--- src/common/wdt_defines.vh ---
`ifndef WDT_DEFINES_VH
`define WDT_DEFINES_VH

// Edge polarity select codes.
`define POL_RISE          2'h0
`define POL_FALL          2'h1
`define POL_BOTH          2'h2

// Cycle counts of the two capacitor sequences.
`define TIMEOUT_CYCLES    6'h20
`define RESET_CYCLES      3'h4
`define CYC_CNT_W         6

// Standby time after a deep supply dip, in ns, and the clock period in ns.
`define STANDBY_NS        20000
`define CLK_PERIOD_NS     50
`define STANDBY_CYCLES    (`STANDBY_NS / `CLK_PERIOD_NS)
`define STANDBY_W         10

`endif

--- src/hw/pin_sync.v ---
`timescale 1ns/1ps
module pin_sync (
    input  wire sys_clk_i,
    input  wire rst_i,
    input  wire ce_i,
    input  wire pin_i,
    output reg  level_o
);
    reg stage1;
    reg stage2;
    reg stage3;

    // The first stage feeds only the second; a change counts once stages two and three agree.
    always @(posedge sys_clk_i) begin
        if (rst_i) begin
            stage1  <= 1'b0;
            stage2  <= 1'b0;
            stage3  <= 1'b0;
            level_o <= 1'b0;
        end else if (ce_i) begin
            stage1 <= pin_i;
            stage2 <= stage1;
            stage3 <= stage2;
            if (stage2 == stage3) begin
                level_o <= stage3;
            end
        end
    end
endmodule

--- src/hw/window_watchdog_edge_control.v ---
`timescale 1ns/1ps
`include "wdt_defines.vh"

// Contract
// - Counter clears on rising, falling or both edges of kick_input, by option.
// - Window mode: second edge inside early window drives fault output low.
// - Enable high-low-high after an edge cancels the early-window double check.
// - Both-edge mode flags double pulse only for rising then falling.
// - Both-edge mode, falling then rising: no fault, counter still cleared.
// - Enable falling while cycling stops and discharges the timeout capacitor.
// - Enable falling also clears the timeout cycle count.
// - Enable returning high restarts timeout cycling from zero.
// - After low voltage, reset delay counts only after its discharge completes.
// - After double pulse, next timeout cycling waits for discharge completion.
// - Deep supply dip needs 20 us standby before initialization may start.
// - Short dip still reruns full reset-delay sequence before timeout counting.
// - 32 timeout cycles without qualifying edge drive fault output low.
// - Reset and fault outputs release only after 4 reset-delay cycles.
// - Qualifying edge clears count, discharges, resumes after discharge done.
module window_watchdog_edge_control (
    input  wire       sys_clk_i,
    input  wire       rst_i,
    input  wire       ce_i,
    input  wire       kick_input_i,
    input  wire       enable_i,
    input  wire       window_mode_i,
    input  wire [1:0] edge_polarity_i,
    input  wire       low_voltage_i,
    input  wire       deep_dip_i,
    input  wire       supply_dip_i,
    input  wire       timeout_cycle_tick_i,
    input  wire       timeout_discharged_i,
    input  wire       reset_cycle_tick_i,
    input  wire       reset_discharged_i,
    output reg        fault_output_n_o,
    output reg        reset_output_n_o,
    output reg        timeout_cycling_o,
    output reg        timeout_discharge_o,
    output reg        reset_cycling_o,
    output reg        reset_discharge_o,
    output reg        double_pulse_o,
    output reg        timeout_fault_o
);
    localparam [2:0] ST_STANDBY  = 3'h0;
    localparam [2:0] ST_RDISCH   = 3'h1;
    localparam [2:0] ST_RCOUNT   = 3'h2;
    localparam [2:0] ST_IDLE     = 3'h3;
    localparam [2:0] ST_TCYCLE   = 3'h4;
    localparam [2:0] ST_TDISCH   = 3'h5;
    localparam [2:0] ST_FAULT    = 3'h6;

    localparam [31:0]           STANDBY_SPAN = `STANDBY_CYCLES - 1;
    localparam [`STANDBY_W-1:0] STANDBY_LAST = STANDBY_SPAN[`STANDBY_W-1:0];

    reg  [2:0]            state;
    reg  [`CYC_CNT_W-1:0] tcount;
    reg  [2:0]            rcount;
    reg  [`STANDBY_W-1:0] standby_cnt;
    reg                   kick_prev;
    reg                   en_prev;
    reg                   window_open;
    reg                   window_rise;
    reg                   deep_seen;

    wire kick_lvl;
    wire en_lvl;

    pin_sync u_kick_sync (
        .sys_clk_i (sys_clk_i),
        .rst_i     (rst_i),
        .ce_i      (ce_i),
        .pin_i     (kick_input_i),
        .level_o   (kick_lvl)
    );

    pin_sync u_en_sync (
        .sys_clk_i (sys_clk_i),
        .rst_i     (rst_i),
        .ce_i      (ce_i),
        .pin_i     (enable_i),
        .level_o   (en_lvl)
    );

    wire rise_edge = kick_lvl & ~kick_prev;
    wire fall_edge = ~kick_lvl & kick_prev;
    wire en_fall   = ~en_lvl & en_prev;

    wire qual_edge = (edge_polarity_i == `POL_RISE) ? rise_edge :
                     (edge_polarity_i == `POL_FALL) ? fall_edge :
                     (rise_edge | fall_edge);

    // both-edge doubles need rise then fall
    wire double_hit = window_mode_i & window_open & qual_edge &
                      ((edge_polarity_i != `POL_BOTH) | (window_rise & fall_edge));

    always @(posedge sys_clk_i) begin
        if (rst_i) begin
            state               <= ST_STANDBY;
            tcount              <= {`CYC_CNT_W{1'b0}};
            rcount              <= 3'h0;
            standby_cnt         <= {`STANDBY_W{1'b0}};
            kick_prev           <= 1'b0;
            en_prev             <= 1'b0;
            window_open         <= 1'b0;
            window_rise         <= 1'b0;
            deep_seen           <= 1'b0;
            fault_output_n_o    <= 1'b0;
            reset_output_n_o    <= 1'b0;
            timeout_cycling_o   <= 1'b0;
            timeout_discharge_o <= 1'b0;
            reset_cycling_o     <= 1'b0;
            reset_discharge_o   <= 1'b0;
            double_pulse_o      <= 1'b0;
            timeout_fault_o     <= 1'b0;
        end else if (ce_i) begin
            kick_prev       <= kick_lvl;
            en_prev         <= en_lvl;
            double_pulse_o  <= 1'b0;
            timeout_fault_o <= 1'b0;
            if (low_voltage_i | supply_dip_i) begin
                // any dip reruns the full reset-delay sequence.
                state               <= ST_STANDBY;
                deep_seen           <= deep_dip_i;
                // standby during dip
                // A long deep dip has used up its standby by the time supply returns.
                if (deep_dip_i & deep_seen) begin
                    if (standby_cnt < STANDBY_LAST) begin
                        standby_cnt <= standby_cnt + 1'b1;
                    end
                end else if (deep_dip_i) begin
                    standby_cnt <= {`STANDBY_W{1'b0}};
                end else if (state != ST_STANDBY) begin
                    standby_cnt <= STANDBY_LAST;
                end
                rcount              <= 3'h0;
                tcount              <= {`CYC_CNT_W{1'b0}};
                window_open         <= 1'b0;
                fault_output_n_o    <= ~low_voltage_i & fault_output_n_o;
                reset_output_n_o    <= ~low_voltage_i & reset_output_n_o;
                timeout_cycling_o   <= 1'b0;
                timeout_discharge_o <= 1'b1;
                reset_cycling_o     <= 1'b0;
                reset_discharge_o   <= 1'b1;
            end else begin
                deep_seen <= 1'b0;
                case (state)
                    ST_STANDBY: begin
                        if (standby_cnt >= STANDBY_LAST) begin
                            state <= ST_RDISCH;
                        end else begin
                            standby_cnt <= standby_cnt + 1'b1;
                        end
                    end
                    ST_RDISCH: begin
                        // reset delay waits for its discharge
                        if (reset_discharged_i | ~reset_discharge_o) begin
                            reset_discharge_o <= 1'b0;
                            reset_cycling_o   <= 1'b1;
                            rcount            <= 3'h0;
                            state             <= ST_RCOUNT;
                        end
                    end
                    ST_RCOUNT: begin
                        if (reset_cycle_tick_i) begin
                            if (rcount + 3'h1 >= `RESET_CYCLES) begin
                                reset_cycling_o  <= 1'b0;
                                fault_output_n_o <= 1'b1;
                                reset_output_n_o <= 1'b1;
                                state            <= ST_IDLE;
                            end else begin
                                rcount <= rcount + 3'h1;
                            end
                        end
                    end
                    ST_IDLE: begin
                        // no restart until timeout discharge done
                        if (timeout_discharged_i) begin
                            timeout_discharge_o <= 1'b0;
                        end
                        if (en_lvl & (~timeout_discharge_o | timeout_discharged_i)) begin
                            tcount            <= {`CYC_CNT_W{1'b0}};
                            timeout_cycling_o <= 1'b1;
                            state             <= ST_TCYCLE;
                        end
                    end
                    ST_TCYCLE: begin
                        if (en_fall) begin
                            timeout_cycling_o   <= 1'b0;
                            timeout_discharge_o <= 1'b1;
                            tcount              <= {`CYC_CNT_W{1'b0}};
                            // enable toggle cancels the window check
                            window_open         <= 1'b0;
                            state               <= ST_IDLE;
                        end else if (double_hit) begin
                            double_pulse_o      <= 1'b1;
                            fault_output_n_o    <= 1'b0;
                            timeout_cycling_o   <= 1'b0;
                            timeout_discharge_o <= 1'b1;
                            window_open         <= 1'b0;
                            reset_cycling_o     <= 1'b1;
                            rcount              <= 3'h0;
                            state               <= ST_FAULT;
                        end else if (qual_edge) begin
                            tcount              <= {`CYC_CNT_W{1'b0}};
                            timeout_cycling_o   <= 1'b0;
                            timeout_discharge_o <= 1'b1;
                            window_open         <= 1'b1;
                            window_rise         <= rise_edge;
                            state               <= ST_TDISCH;
                        end else if (timeout_cycle_tick_i) begin
                            if (window_open) begin
                                // The early window ends after one full cycle.
                                window_open <= 1'b0;
                            end
                            if (tcount + 1'b1 >= `TIMEOUT_CYCLES) begin
                                timeout_fault_o     <= 1'b1;
                                fault_output_n_o    <= 1'b0;
                                timeout_cycling_o   <= 1'b0;
                                timeout_discharge_o <= 1'b1;
                                reset_cycling_o     <= 1'b1;
                                rcount              <= 3'h0;
                                state               <= ST_FAULT;
                            end else begin
                                tcount <= tcount + 1'b1;
                            end
                        end
                    end
                    ST_TDISCH: begin
                        if (en_fall) begin
                            window_open <= 1'b0;
                            state       <= ST_IDLE;
                        end else if (double_hit) begin
                            double_pulse_o   <= 1'b1;
                            fault_output_n_o <= 1'b0;
                            window_open      <= 1'b0;
                            reset_cycling_o  <= 1'b1;
                            rcount           <= 3'h0;
                            state            <= ST_FAULT;
                        end else if (qual_edge) begin
                            window_rise <= rise_edge;
                        end else if (timeout_discharged_i) begin
                            timeout_discharge_o <= 1'b0;
                            timeout_cycling_o   <= 1'b1;
                            state               <= ST_TCYCLE;
                        end
                    end
                    ST_FAULT: begin
                        if (timeout_discharged_i) begin
                            timeout_discharge_o <= 1'b0;
                        end
                        if (reset_cycle_tick_i) begin
                            if (rcount + 3'h1 >= `RESET_CYCLES) begin
                                reset_cycling_o  <= 1'b0;
                                fault_output_n_o <= 1'b1;
                                state            <= ST_IDLE;
                            end else begin
                                rcount <= rcount + 3'h1;
                            end
                        end
                    end
                    default: begin
                        state <= ST_STANDBY;
                    end
                endcase
            end
        end
    end
endmodule

--- config.mk ---
export PLATFORM = sky130hd
export DESIGN_NAME = window_watchdog_edge_control
export DESIGN_NICKNAME = d
export VERILOG_FILES = /design/src/hw/pin_sync.v /design/src/hw/window_watchdog_edge_control.v
export VERILOG_INCLUDE_DIRS = /design/src /design/src/common
export SDC_FILE = /design/constraint.sdc
export NUM_CORES = 1
export LEC_CHECK = 0
export BUFFER_PORTS_ARGS = -buffer_cell sky130_fd_sc_hd__clkbuf_2
export CORE_MARGIN = 3
export CORE_UTILIZATION = 53
export DETAILED_ROUTE_END_ITERATION = 7
export GPL_TIMING_DRIVEN = 0
export HOLD_SLACK_MARGIN = 0.06
export PLACE_DENSITY = 0.8
export SLEW_MARGIN = 20
export SYNTH_ARGS = -nofsm -noshare
export SYNTH_HDL_FRONTEND = slang
export SYNTH_HIERARCHICAL = 1
export SYNTH_SLANG_ARGS = --single-unit
--- constraint.sdc ---
create_clock -name sys_clk_i -period 2 [get_ports sys_clk_i]
set_input_delay 0.1 -clock sys_clk_i [delete_from_list [all_inputs] [get_ports sys_clk_i]]
set_output_delay 0.1 -clock sys_clk_i [all_outputs]
set_load 0.01 [all_outputs]
# [Word-level counts from Yosys, hierarchy flattened]
# Cells that the tools add are included.
# Widths: inputs -> output; s select.
[classes] add_sub_neg=3 n_lt_le_gt_ge=4 n_eq_ne=36 mux=111 n_bitwise=25 reduce_logical=32
[op_table] op="$mux 3" n=26
[op_table] op="$mux 10" n=7
[op_table] op="$mux 1" n=63
[op_table] op="$mux 6" n=7
[op_table] op="$ne 3x3->1 const B" n=10
[op_table] op="$reduce_and 11->1" n=2
[op_table] op="$ne 4x4->1 const B" n=5
[op_table] op="$ne 5x5->1 const B" n=4
[op_table] op="$reduce_and 10->1" n=2
[op_table] op="$pmux 3 s6" n=1
[op_table] op="$ne 6x6->1 const B" n=2
[op_table] op="$pmux 3 s4" n=1
[op_table] op="$pmux 6 s2" n=1
[op_table] op="$reduce_and 6->1" n=2
[op_table] op="$reduce_bool 2->1" n=6
[op_table] op="$reduce_bool 4->1" n=3
[op_table] op="$and 1x1->1" n=11
[op_table] op="$add 10x1->10 const B" n=1
[op_table] op="$ge 10x9->1 const B" n=1
[op_table] op="$lt 10x9->1 const B" n=1
[op_table] op="$eq 3x3->1 const B" n=3
[op_table] op="$not 1->1" n=9
[op_table] op="$pmux 1 s3" n=3
[op_table] op="$reduce_and 9->1" n=1
[op_table] op="other kinds (25)" n=39
[totals] regBits=43 output_inout_bits=8 word_cells=236

# [Longest topological paths before layout]
# Gate-level depths: netlist of the first run.
[logic_depth] depth_word=11 mapped_depth=8 mapped_depth_nobuf=8

# [Hierarchy]
# Netlist of the first run, hierarchy kept.
[modules_own_cells] module="window_watchdog_edge_control" n_inst=1 cells_each=277 area_each_um2=2200.9 seq_area_each_um2=700.7
[modules_own_cells] module="pin_sync" n_inst=2 cells_each=16 area_each_um2=171.4 seq_area_each_um2=80.1

# [Worst setup path after synthesis of the first run]
# Ideal clock, no wire load.
[synth_timing] path_type="register to register" startpoint="register u_kick_sync.level_o" endpoint="register reset_cycling_o" setup_time_ns=0.071 arrival_ns=2.113 t_required_ns=1.929 setup_slack_ns=-0.184 stages_incl_launch_ff=9 path_buffers=0 cell_sequence="dfxtp_1 -> inv_1 -> ha_1 -> mux2_1 -> o21a_1 -> a2111oi_4 -> o22ai_2 -> or4_1 -> a21oi_1"
[synth_via] elab_chain_len=11 elab_cells_between_ends=19 cone_classes="eq/ne (4); mux (6); bitwise (8); reduce/logical (1)"
[synth_lines] element="start, declared" line="pin_sync.v:7" source="output reg level_o"
[synth_lines] element="start signal, assigned" line="pin_sync.v:25" source="level_o <= stage3;"
[synth_lines] element="$not 1->1" line="window_watchdog_edge_control.v:85" source="wire fall_edge = ~kick_lvl & kick_prev;"
[synth_lines] element="$and 1x1->1" line="window_watchdog_edge_control.v:85"
[synth_lines] element="$or 1x1->1" line="window_watchdog_edge_control.v:90" source="(rise_edge | fall_edge);"
[synth_lines] element="$mux 1" line="window_watchdog_edge_control.v:89" source="(edge_polarity_i == `POL_FALL) ? fall_edge :"
[synth_lines] element="$mux 1" line="window_watchdog_edge_control.v:88" source="wire qual_edge = (edge_polarity_i == `POL_RISE) ? rise_edge :"
[synth_lines] element="$and 1x1->1 (2 in a row)" line="window_watchdog_edge_control.v:93" source="wire double_hit = window_mode_i & window_open & qual_edge &"
[synth_lines] element="$mux 1" line="window_watchdog_edge_control.v:194" source="end else if (double_hit) begin"
[synth_lines] element="$mux 1" line="window_watchdog_edge_control.v:187" source="if (en_fall) begin"
[synth_lines] element="$pmux 1 s4" line="window_watchdog_edge_control.v:146" source="case (state)"
[synth_lines] element="$mux 1" line="window_watchdog_edge_control.v:120" source="if (low_voltage_i | supply_dip_i) begin"
[synth_lines] element="end signal, assigned" line="window_watchdog_edge_control.v:142" source="reset_cycling_o <= 1'b0;"
[synth_lines] element="end signal, assigned" line="window_watchdog_edge_control.v:158" source="reset_cycling_o <= 1'b1;"
[synth_lines] element="end signal, assigned" line="window_watchdog_edge_control.v:200" source="reset_cycling_o <= 1'b1;"
[synth_lines] element="end, declared" line="window_watchdog_edge_control.v:39" source="output reg reset_cycling_o,"
# Parallel ways exist; a longest one is shown, timed or not. The select of a mux whose other input is x is not followed.
# A chain may end at the register's enable or synchronous reset.

# [Worst setup path after layout of the first run]
[layout_timing] startpoint="register state[1]" endpoint="register tcount[0]"
[layout_via] elab_chain_len=3 elab_cells_between_ends=10 cone_classes="eq/ne (6); mux (2); reduce/logical (2)"
[layout_lines] element="start, declared" line="window_watchdog_edge_control.v:55" source="reg [2:0] state;"
[layout_lines] element="start signal, assigned" line="window_watchdog_edge_control.v:98" source="state <= ST_STANDBY;"
[layout_lines] element="start signal, assigned" line="window_watchdog_edge_control.v:122" source="state <= ST_STANDBY;"
[layout_lines] element="start signal, assigned" line="window_watchdog_edge_control.v:149" source="state <= ST_RDISCH;"
[layout_lines] element="$eq 3x3->1 or $eq 3x2->1 (tied branches)" line="window_watchdog_edge_control.v:146"
[layout_lines] element="$ne 5x5->1 (no line) (tied with other cells)"
[layout_lines] element="$reduce_and 6->1 (no line) or $mux 6 (tied branches)"
[layout_lines] element="end signal, assigned" line="window_watchdog_edge_control.v:136" source="tcount <= {`CYC_CNT_W{1'b0}};"
[layout_lines] element="end signal, assigned" line="window_watchdog_edge_control.v:181" source="tcount <= {`CYC_CNT_W{1'b0}};"
[layout_lines] element="end signal, assigned" line="window_watchdog_edge_control.v:190" source="tcount <= {`CYC_CNT_W{1'b0}};"
[layout_lines] element="end, declared" line="window_watchdog_edge_control.v:56" source="reg [`CYC_CNT_W-1:0] tcount;"
# Parallel ways exist; a longest one is shown, timed or not.

==> impl_metrics.py, run 1 <==
metrics = {
    "power": {
        "max-vdd-ir-drop_mv": 0.446,
        "leakagePower_nw": 1.27,
        "power.total_mw": 1.70,
        "switching_share_pct": 28.5,
        "power_frac_clock_pct": 33.2,
        "p_per_area_mw_per_mm2": 532,
        "power_frac_seq_pct": 52.5,
        "p_int_mw": 1.21,
        "p_comb_share_pct": 14.3,
        "power_switching_mw": 0.484,
    },
    "critical_path": {
        "cp-end-kind": "flip-flop",
        "crit_fanout": 5,
        "rrSetupSlack_ns": -0.17,
        "path_delay_family": "simple AND/OR/NAND/NOR gates",
        "crit_path_max_incr_delay_ns": 0.52,
        "worstPathArrival_ns": 2.41,
        "cp_slowest_cell": "or4b_4",
        "r2r_cells": 6,
        "critPathKind": "reg2reg",
        "worst-path-buf-inv": 0,
        "worstSetupStartpointType": "flip-flop",
        "r2r-end": "tcount[0]",
        "crit_required_ns": 2.24,
        "r2r_start": "state[1]",
        "path_cells": "or4b_4 > or3_4 > o31ai_4 > a211oi_2 > nor2_2 > mux2_4",
    },
    "timing": {
        "setup_viol": 18,
        "worst_slack_ns": -0.171,
        "fmax_mhz": 461,
        "tightest_slew_ns": 0.662,
        "hold_viol_final": 0,
        "period_share_pct": 109,
        "slew_viol_final": 0,
        "rsz0062_at_grt": "true",
        "finClkSkew_ns": 0.00779,
        "relSlewSlack_pct": 55.9,
        "period_needed_ns": 2.17,
        "whs_ns": 0.124,
    },
    "drt": {
        "vias": 2548,
        "route.detailed.drc": 0,
        "wl_per_cell_um": 16.5,
        "antenna_left": 0,
        "vias_per_cell": 6.21,
        "wl_um": 6760,
        "first_pass_iters": 4,
        "drtIter0Drc": 221,
    },
    "global_route": {
        "overflow": 0,
        "grt_pass1_wl_um": 10700,
        "grt_max_degree": 15,
        "grt_pass1_vias": 2279,
        "gr-usage-all-layers_pct": 24.6,
        "grt_antenna_before_repair": 0,
    },
    "placed_design": {
        "postPlaceCellArea_mm2": 0.00274,
        "pre_cts_slack_ns": -0.310,
        "numPortBuffers": 22,
        "gp_congestion": 0.920,
        "dp_hpwl_um": 4300,
        "post-place-cells": 383,
    },
    "clock_tree": {
        "cts_root_buf": "clkbuf_8",
        "cts_num_sinks": 43,
        "clockBufferDepth": 2,
        "cts_tree": "built",
        "numCtsBuffers": 5,
        "clk_pin_slew_ns": 0.09,
        "clk-insertion-delay-late_ns": 0.30,
        "htreeDepth": 2,
    },
    "synth": {
        "muxShareOfSynthArea_pct": 4.82,
        "yosysTopAreaCellShare_pct": 33.8,
        "synthDistinctLibCells": 68,
        "synth-simple-area-share_pct": 29.6,
        "yosys_warnings": 6,
        "synth_top_family_by_area": "simple AND/OR/NAND/NOR gates",
        "avgSynthCellArea_um2": 8.23,
        "yosysSeqAreaShare_pct": 33.8,
        "syn-num-nets": 329,
        "synthArstFlopShare_pct": 0,
        "synth_xor_area_share_pct": 2.07,
        "netlist_area_mm2": 0.00254,
        "yosysTopAreaCell": "dfxtp_1",
        "synth_edf_count": 0,
        "synth_flop_cell": "dfxtp_1",
        "synth_compound_area_share_pct": 23.5,
        "netlist_instances": 309,
        "post-synth-top-count-cell": "dfxtp_1",
        "synth_area_leaders": "dfxtp_1 34%, nor2_1 5.5%, a21oi_1 5.1%",
        "ys_ff_latch": 43,
        "synth_fa_ha_area_share_pct": 2.46,
        "synth_top_cells_by_count": "43 x dfxtp_1, 37 x nor2_1, 26 x a21oi_1, 26 x nand2_1, 16 x o21ai_0",
    },
    "final_layout": {
        "diodes": 0,
        "final_layout_size_suffix_gt1_share_pct": 29.3,
        "design_area_mm2": 0.00319,
        "nNetsFinal": 377,
        "area_delta_synth_final_pct": 25.4,
        "layoutNonFillerInstCount": 410,
    },
    "worst_hold_path": {
        "hold_class": "in2reg",
        "hp-start": "rst_i",
        "hold-path-endpoint": "u_kick_sync/stage1",
        "whs_path_depth": 2,
    },
    "run": {
        "maxCapViolCount": 0,
    },
    "floorplan": {
        "die_area_mm2": 0.00567,
        "fp.dieH_um": 75.3,
        "core_mm2": 0.00450,
        "num_rows": 24,
        "boundaryPins": 23,
        "die_w_um": 75.3,
        "start_util_pct": 56.5,
    },
    "outcome": {
        "violations": "setup timing",
        "status": "complete, but fails checks",
    },
}
[cell usage in the layout, fill, tap and decap left out, types with 3 or more instances in the layout]
cell	n
a21oi_1	24
and3_1	5
buf_4	14
buf_6	4
clkbuf_1	8
clkbuf_2	25
clkbuf_8	5
dfxtp_1	35
dfxtp_2	5
dfxtp_4	3
ha_1	3
inv_1	8
mux2i_1	10
nand2_1	26
nand2b_1	9
nand3_1	7
nand3_2	3
nand4_1	8
nor2_1	35
nor2_2	3
nor2b_1	5
nor3_1	7
nor4_1	3
o21ai_0	10
o21ai_1	6
or3_1	3
or4_1	3
xor2_1	5
[layout make-up]
cell class | instances | area [um^2]
Clock inverter | 3 | 20.0
Clock buffer | 5 | 68.8
Sequential cell | 43 | 878
Inverter | 11 | 43.8
Timing Repair Buffer | 42 | 280
Fill cell | 351 | 1320
Tap cell | 52 | 65.1
Buffer | 12 | 50.0
Multi-Input combinational cell | 242 | 1780
[cells by family (layout without fill, tap and decap cells)]
kind of cell               Yosys count  in the layout
DFF                                 43             43
and+or+nand+nor                    138            138
buffers and inverters               24             73
muxes                               12             12
AOI/OAI and AO/OA                   81             81
adders and majority gates            5              5
xor gates and xnor gates             6              6
[flip-flops by register name, summed over array words and instances, names as in the netlist, 3 cells and up]
signal	flops
rcount	3
standby_cnt	10
state	3
tcount	6
[worst max path at each step]
stage | from | to | depth (start not counted)
after global routing | state[1] | tcount[3] | 6
after CTS | state[1] | tcount[0] | 7
final | state[1] | tcount[0] | 6
after global placement | state[0] | standby_cnt[5] | 7
after floorplan | state[1] | tcount[0] | 7
after detailed placement | state[0] | standby_cnt[6] | 7
[layer usage]
metal	global-route usage, %	share of wire (%)	routed length, um
met5	0	0	0
met4	10.7	3.7	248
met3	4.67	6.0	407
met2	39.6	47	3200
met1	32.1	43	2910
[power groups by stage]
| stage | Combinational (mW) | Sequential [mW] | Clock (mW) |
|---|---|---|---|
| 6_report | 0.242 | 0.890 | 0.564 |
| 5_1_grt | 0.262 | 0.894 | 0.606 |
| 4_1_cts | 0.215 | 0.891 | 0.574 |
| 3_5_place_dp | 0.197 | 0.914 | 0 |
| 3_3_place_gp | 0.194 | 0.913 | 0 |
| 2_1_floorplan | 0.134 | 0.912 | 0 |
[what timing repair did]
item                                    CTS  global route
buffers inserted                         10             8
pin swaps                                26            19
gates cloned                              0             0
hold buffers                              2             0
hold endpoints to repair                  2             0
resized for setup                        29            27
endpoints found under the setup margin   28            27
[per-stage QoR]
stage / setup TNS, ns / util [%]
after floorplan: -0.428 / -
after global placement: -4.43 / 60.8
after detailed placement: -4.70 / 60.8
after CTS: -1.49 / 67.5
after global routing: -3.04 / 70.8
final: -2.03 / 70.8
(Power assumes the default switching activity.)
==> run 2, diff against run 1 <==
- CORE_UTILIZATION: 53 -> 45
- PLACE_DENSITY: 0.8 -> 0.71
- SETUP_SLACK_MARGIN: unset -> 0.15
==> run 2 against run 1 <==
Net effect: the flow still finishes with violations (setup timing); final cell count is 5.1% higher; fmax grew 0.24%; total power increased by 0.50%; largest power group unchanged; wire length increased by 0.61%; sequential power is essentially flat; register-to-register slack barely moved; first-iteration DRC count down 38%; clock-buffer cell count up 1; worst hold slack improved by 0.0011 ns; critical path depth rose by 2.
==> impl_metrics.py, run 2 (synthesis results as in run 1) <==
metrics = {
    "outcome": {
        "status": "complete, but fails checks",
        "violations": "setup timing",
    },
    "power": {
        "power_switching_mw": 0.482,
        "power_frac_seq_pct": 52.4,
        "power.total_mw": 1.70,
        "switching_share_pct": 28.3,
        "p_int_mw": 1.22,
        "p_comb_share_pct": 15.0,
        "max-vdd-ir-drop_mv": 0.374,
        "power_frac_clock_pct": 32.7,
        "leakagePower_nw": 1.29,
        "p_per_area_mw_per_mm2": 521,
    },
    "final_layout": {
        "n_fill_cell": 473,
        "layoutNonFillerInstCount": 431,
        "reg_top3": "standby_cnt: 10 flops, tcount: 6 flops",
        "diodes": 0,
        "final_layout_size_suffix_gt1_share_pct": 32.1,
        "area_delta_synth_final_pct": 28.7,
        "nNetsFinal": 380,
        "largest_reg_flops": 10,
        "mostFrequentLayoutCells": "34 x nor2_1, 34 x dfxtp_1, 25 x nand2_1, 24 x a21oi_1, 24 x clkbuf_2",
        "regMostFlops": "standby_cnt",
    },
    "placed_design": {
        "gp_congestion": 0.902,
        "post-place-cells": 401,
        "numPortBuffers": 22,
        "dp_hpwl_um": 4540,
    },
    "critical_path": {
        "critPathKind": "reg2reg",
        "worstSetupStartpointType": "flip-flop",
        "cp_slowest_cell": "or4_1",
        "crit_path_max_incr_delay_ns": 0.43,
        "worstPathArrival_ns": 2.39,
        "r2r_cells": 8,
        "crit_required_ns": 2.23,
        "crit_fanout": 5,
        "cp-end-kind": "flip-flop",
        "path_cells": "inv_2 > ha_2 > mux2_4 > o21a_4 > a2111oi_4 > o22ai_4 > or4_1 > a21oi_1",
    },
    "timing": {
        "tightest_slew_ns": 0.714,
        "hold_viol_final": 0,
        "rsz0062_at_grt": "true",
        "fmax_mhz": 462,
        "period_needed_ns": 2.17,
        "worst_slack_ns": -0.166,
        "setup_viol": 17,
        "finClkSkew_ns": 0.00632,
        "relSlewSlack_pct": 52.2,
        "slew_viol_final": 0,
        "period_share_pct": 108,
    },
    "floorplan": {
        "num_rows": 26,
        "die_w_um": 81.2,
        "fp.dieH_um": 81.2,
        "die_area_mm2": 0.00659,
        "start_util_pct": 48.3,
        "boundaryPins": 23,
        "core_mm2": 0.00527,
    },
    "drt": {
        "drtIter0Drc": 136,
        "wl_per_cell_um": 15.8,
        "met3_wirelength_um": 255,
        "highest_layer": "met4",
        "route.detailed.drc": 0,
        "met2WireLength_um": 3500,
        "first_pass_iters": 4,
        "antenna_left": 0,
        "vias": 2504,
        "m1WireLength_um": 2890,
        "wl_um": 6800,
        "vias_per_cell": 5.81,
    },
    "clock_tree": {
        "clockBufferDepth": 2,
        "clk-insertion-delay-late_ns": 0.30,
        "clk_pin_slew_ns": 0.08,
        "cts_num_sinks": 43,
        "numCtsBuffers": 5,
        "htreeDepth": 2,
        "cts_root_buf": "clkbuf_8",
        "cts_tree": "built",
    },
    "worst_hold_path": {
        "hold_class": "in2reg",
        "whs_path_depth": 2,
    },
    "global_route": {
        "overflow": 0,
        "grt_max_degree": 14,
        "grt_pass1_vias": 2436,
        "gr-usage-all-layers_pct": 21.2,
        "grt_pass1_wl_um": 11000,
        "grt_antenna_before_repair": 0,
    },
    "run": {
        "maxCapViolCount": 0,
    },
}
## run 2: changes by cell type in the layout (fill, tap and decap cells not counted), moves of 2 or more
cell	before	now
o31ai_1	1	3
dfxtp_2	5	7
ha_2	0	3
buf_6	4	6
nor3_2	2	4
o31ai_2	2	0
o21ai_2	0	2
ha_4	2	0
nor4_1	3	1
nor3_1	7	4
## run 2: area by class of cell
class                           count  area (um^2)  area share (%)
Tap cell                           70         87.6            2.67
Sequential cell                    43          877            26.8
Clock buffer                        6         72.6            2.22
Inverter                           11         41.3            1.26
Buffer                             13         60.1            1.83
Timing Repair Buffer               44          312            9.51
Multi-Input combinational cell    242         1810            55.3
Clock inverter                      2         12.5           0.382
## run 2: path summary, 6_finish.rpt
path / startpoint / to / slack [ns]
worst max-delay path: kick_prev / rcount[0] / -0.17
worst max register to register: kick_prev / rcount[0] / -0.17
worst min register to register: timeout_fault_o / timeout_fault_o / 0.47
worst min-delay path: rst_i / u_en_sync/stage3 / 0.12
## run 2: timing repair
action,CTS,global route
hold endpoints to repair,2,0
pin swaps,19,17
hold buffers,2,0
buffers inserted,11,9
endpoints found under the setup margin,29,30
resized for setup,26,33
## run 2: power groups by stage
stage,clock network [mW],registers (mW),logic (mW)
finish,0.557,0.893,0.255
global route,0.602,0.896,0.279
CTS,0.573,0.892,0.226
detailed placement,0,0.914,0.203
global placement,0,0.913,0.199
floorplan,0,0.912,0.136
## run 2: metal layers
metal | GRT usage, % | vias to the layer above
met3 | 4.10 | 22
met4 | 8.61 | 0
met5 | 0 | -
met1 | 25.1 | 1189
li1 | - | 1238
met2 | 37.4 | 55
## run 2: worst max-delay path, delay by kind of cell (launching register included)
kind	cells	cell delay (ns)
compound gates	4	0.80
simple gates	1	0.43
flops	1	0.35
mux	1	0.29
fa+ha+maj	1	0.17
buf+inv	1	0.03
## run 2: stage by stage
step / utilization [%] / setup WS [ns] / setup TNS [ns] / area, um^2 / hold slack (ns)
after detailed placement: 52.7 / -0.301 / -3.83 / 2780 / 0.348
after global routing: 62.1 / -0.268 / -3.09 / 3270 / 0.168
after global placement: 52.7 / -0.320 / -3.45 / 2780 / 0.339
after floorplan: - / -0.0582 / -0.361 / 2580 / 0.172
after CTS: 58.3 / -0.183 / -1.82 / 3070 / 0.129
final: 62.1 / -0.166 / -1.79 / 3270 / 0.125
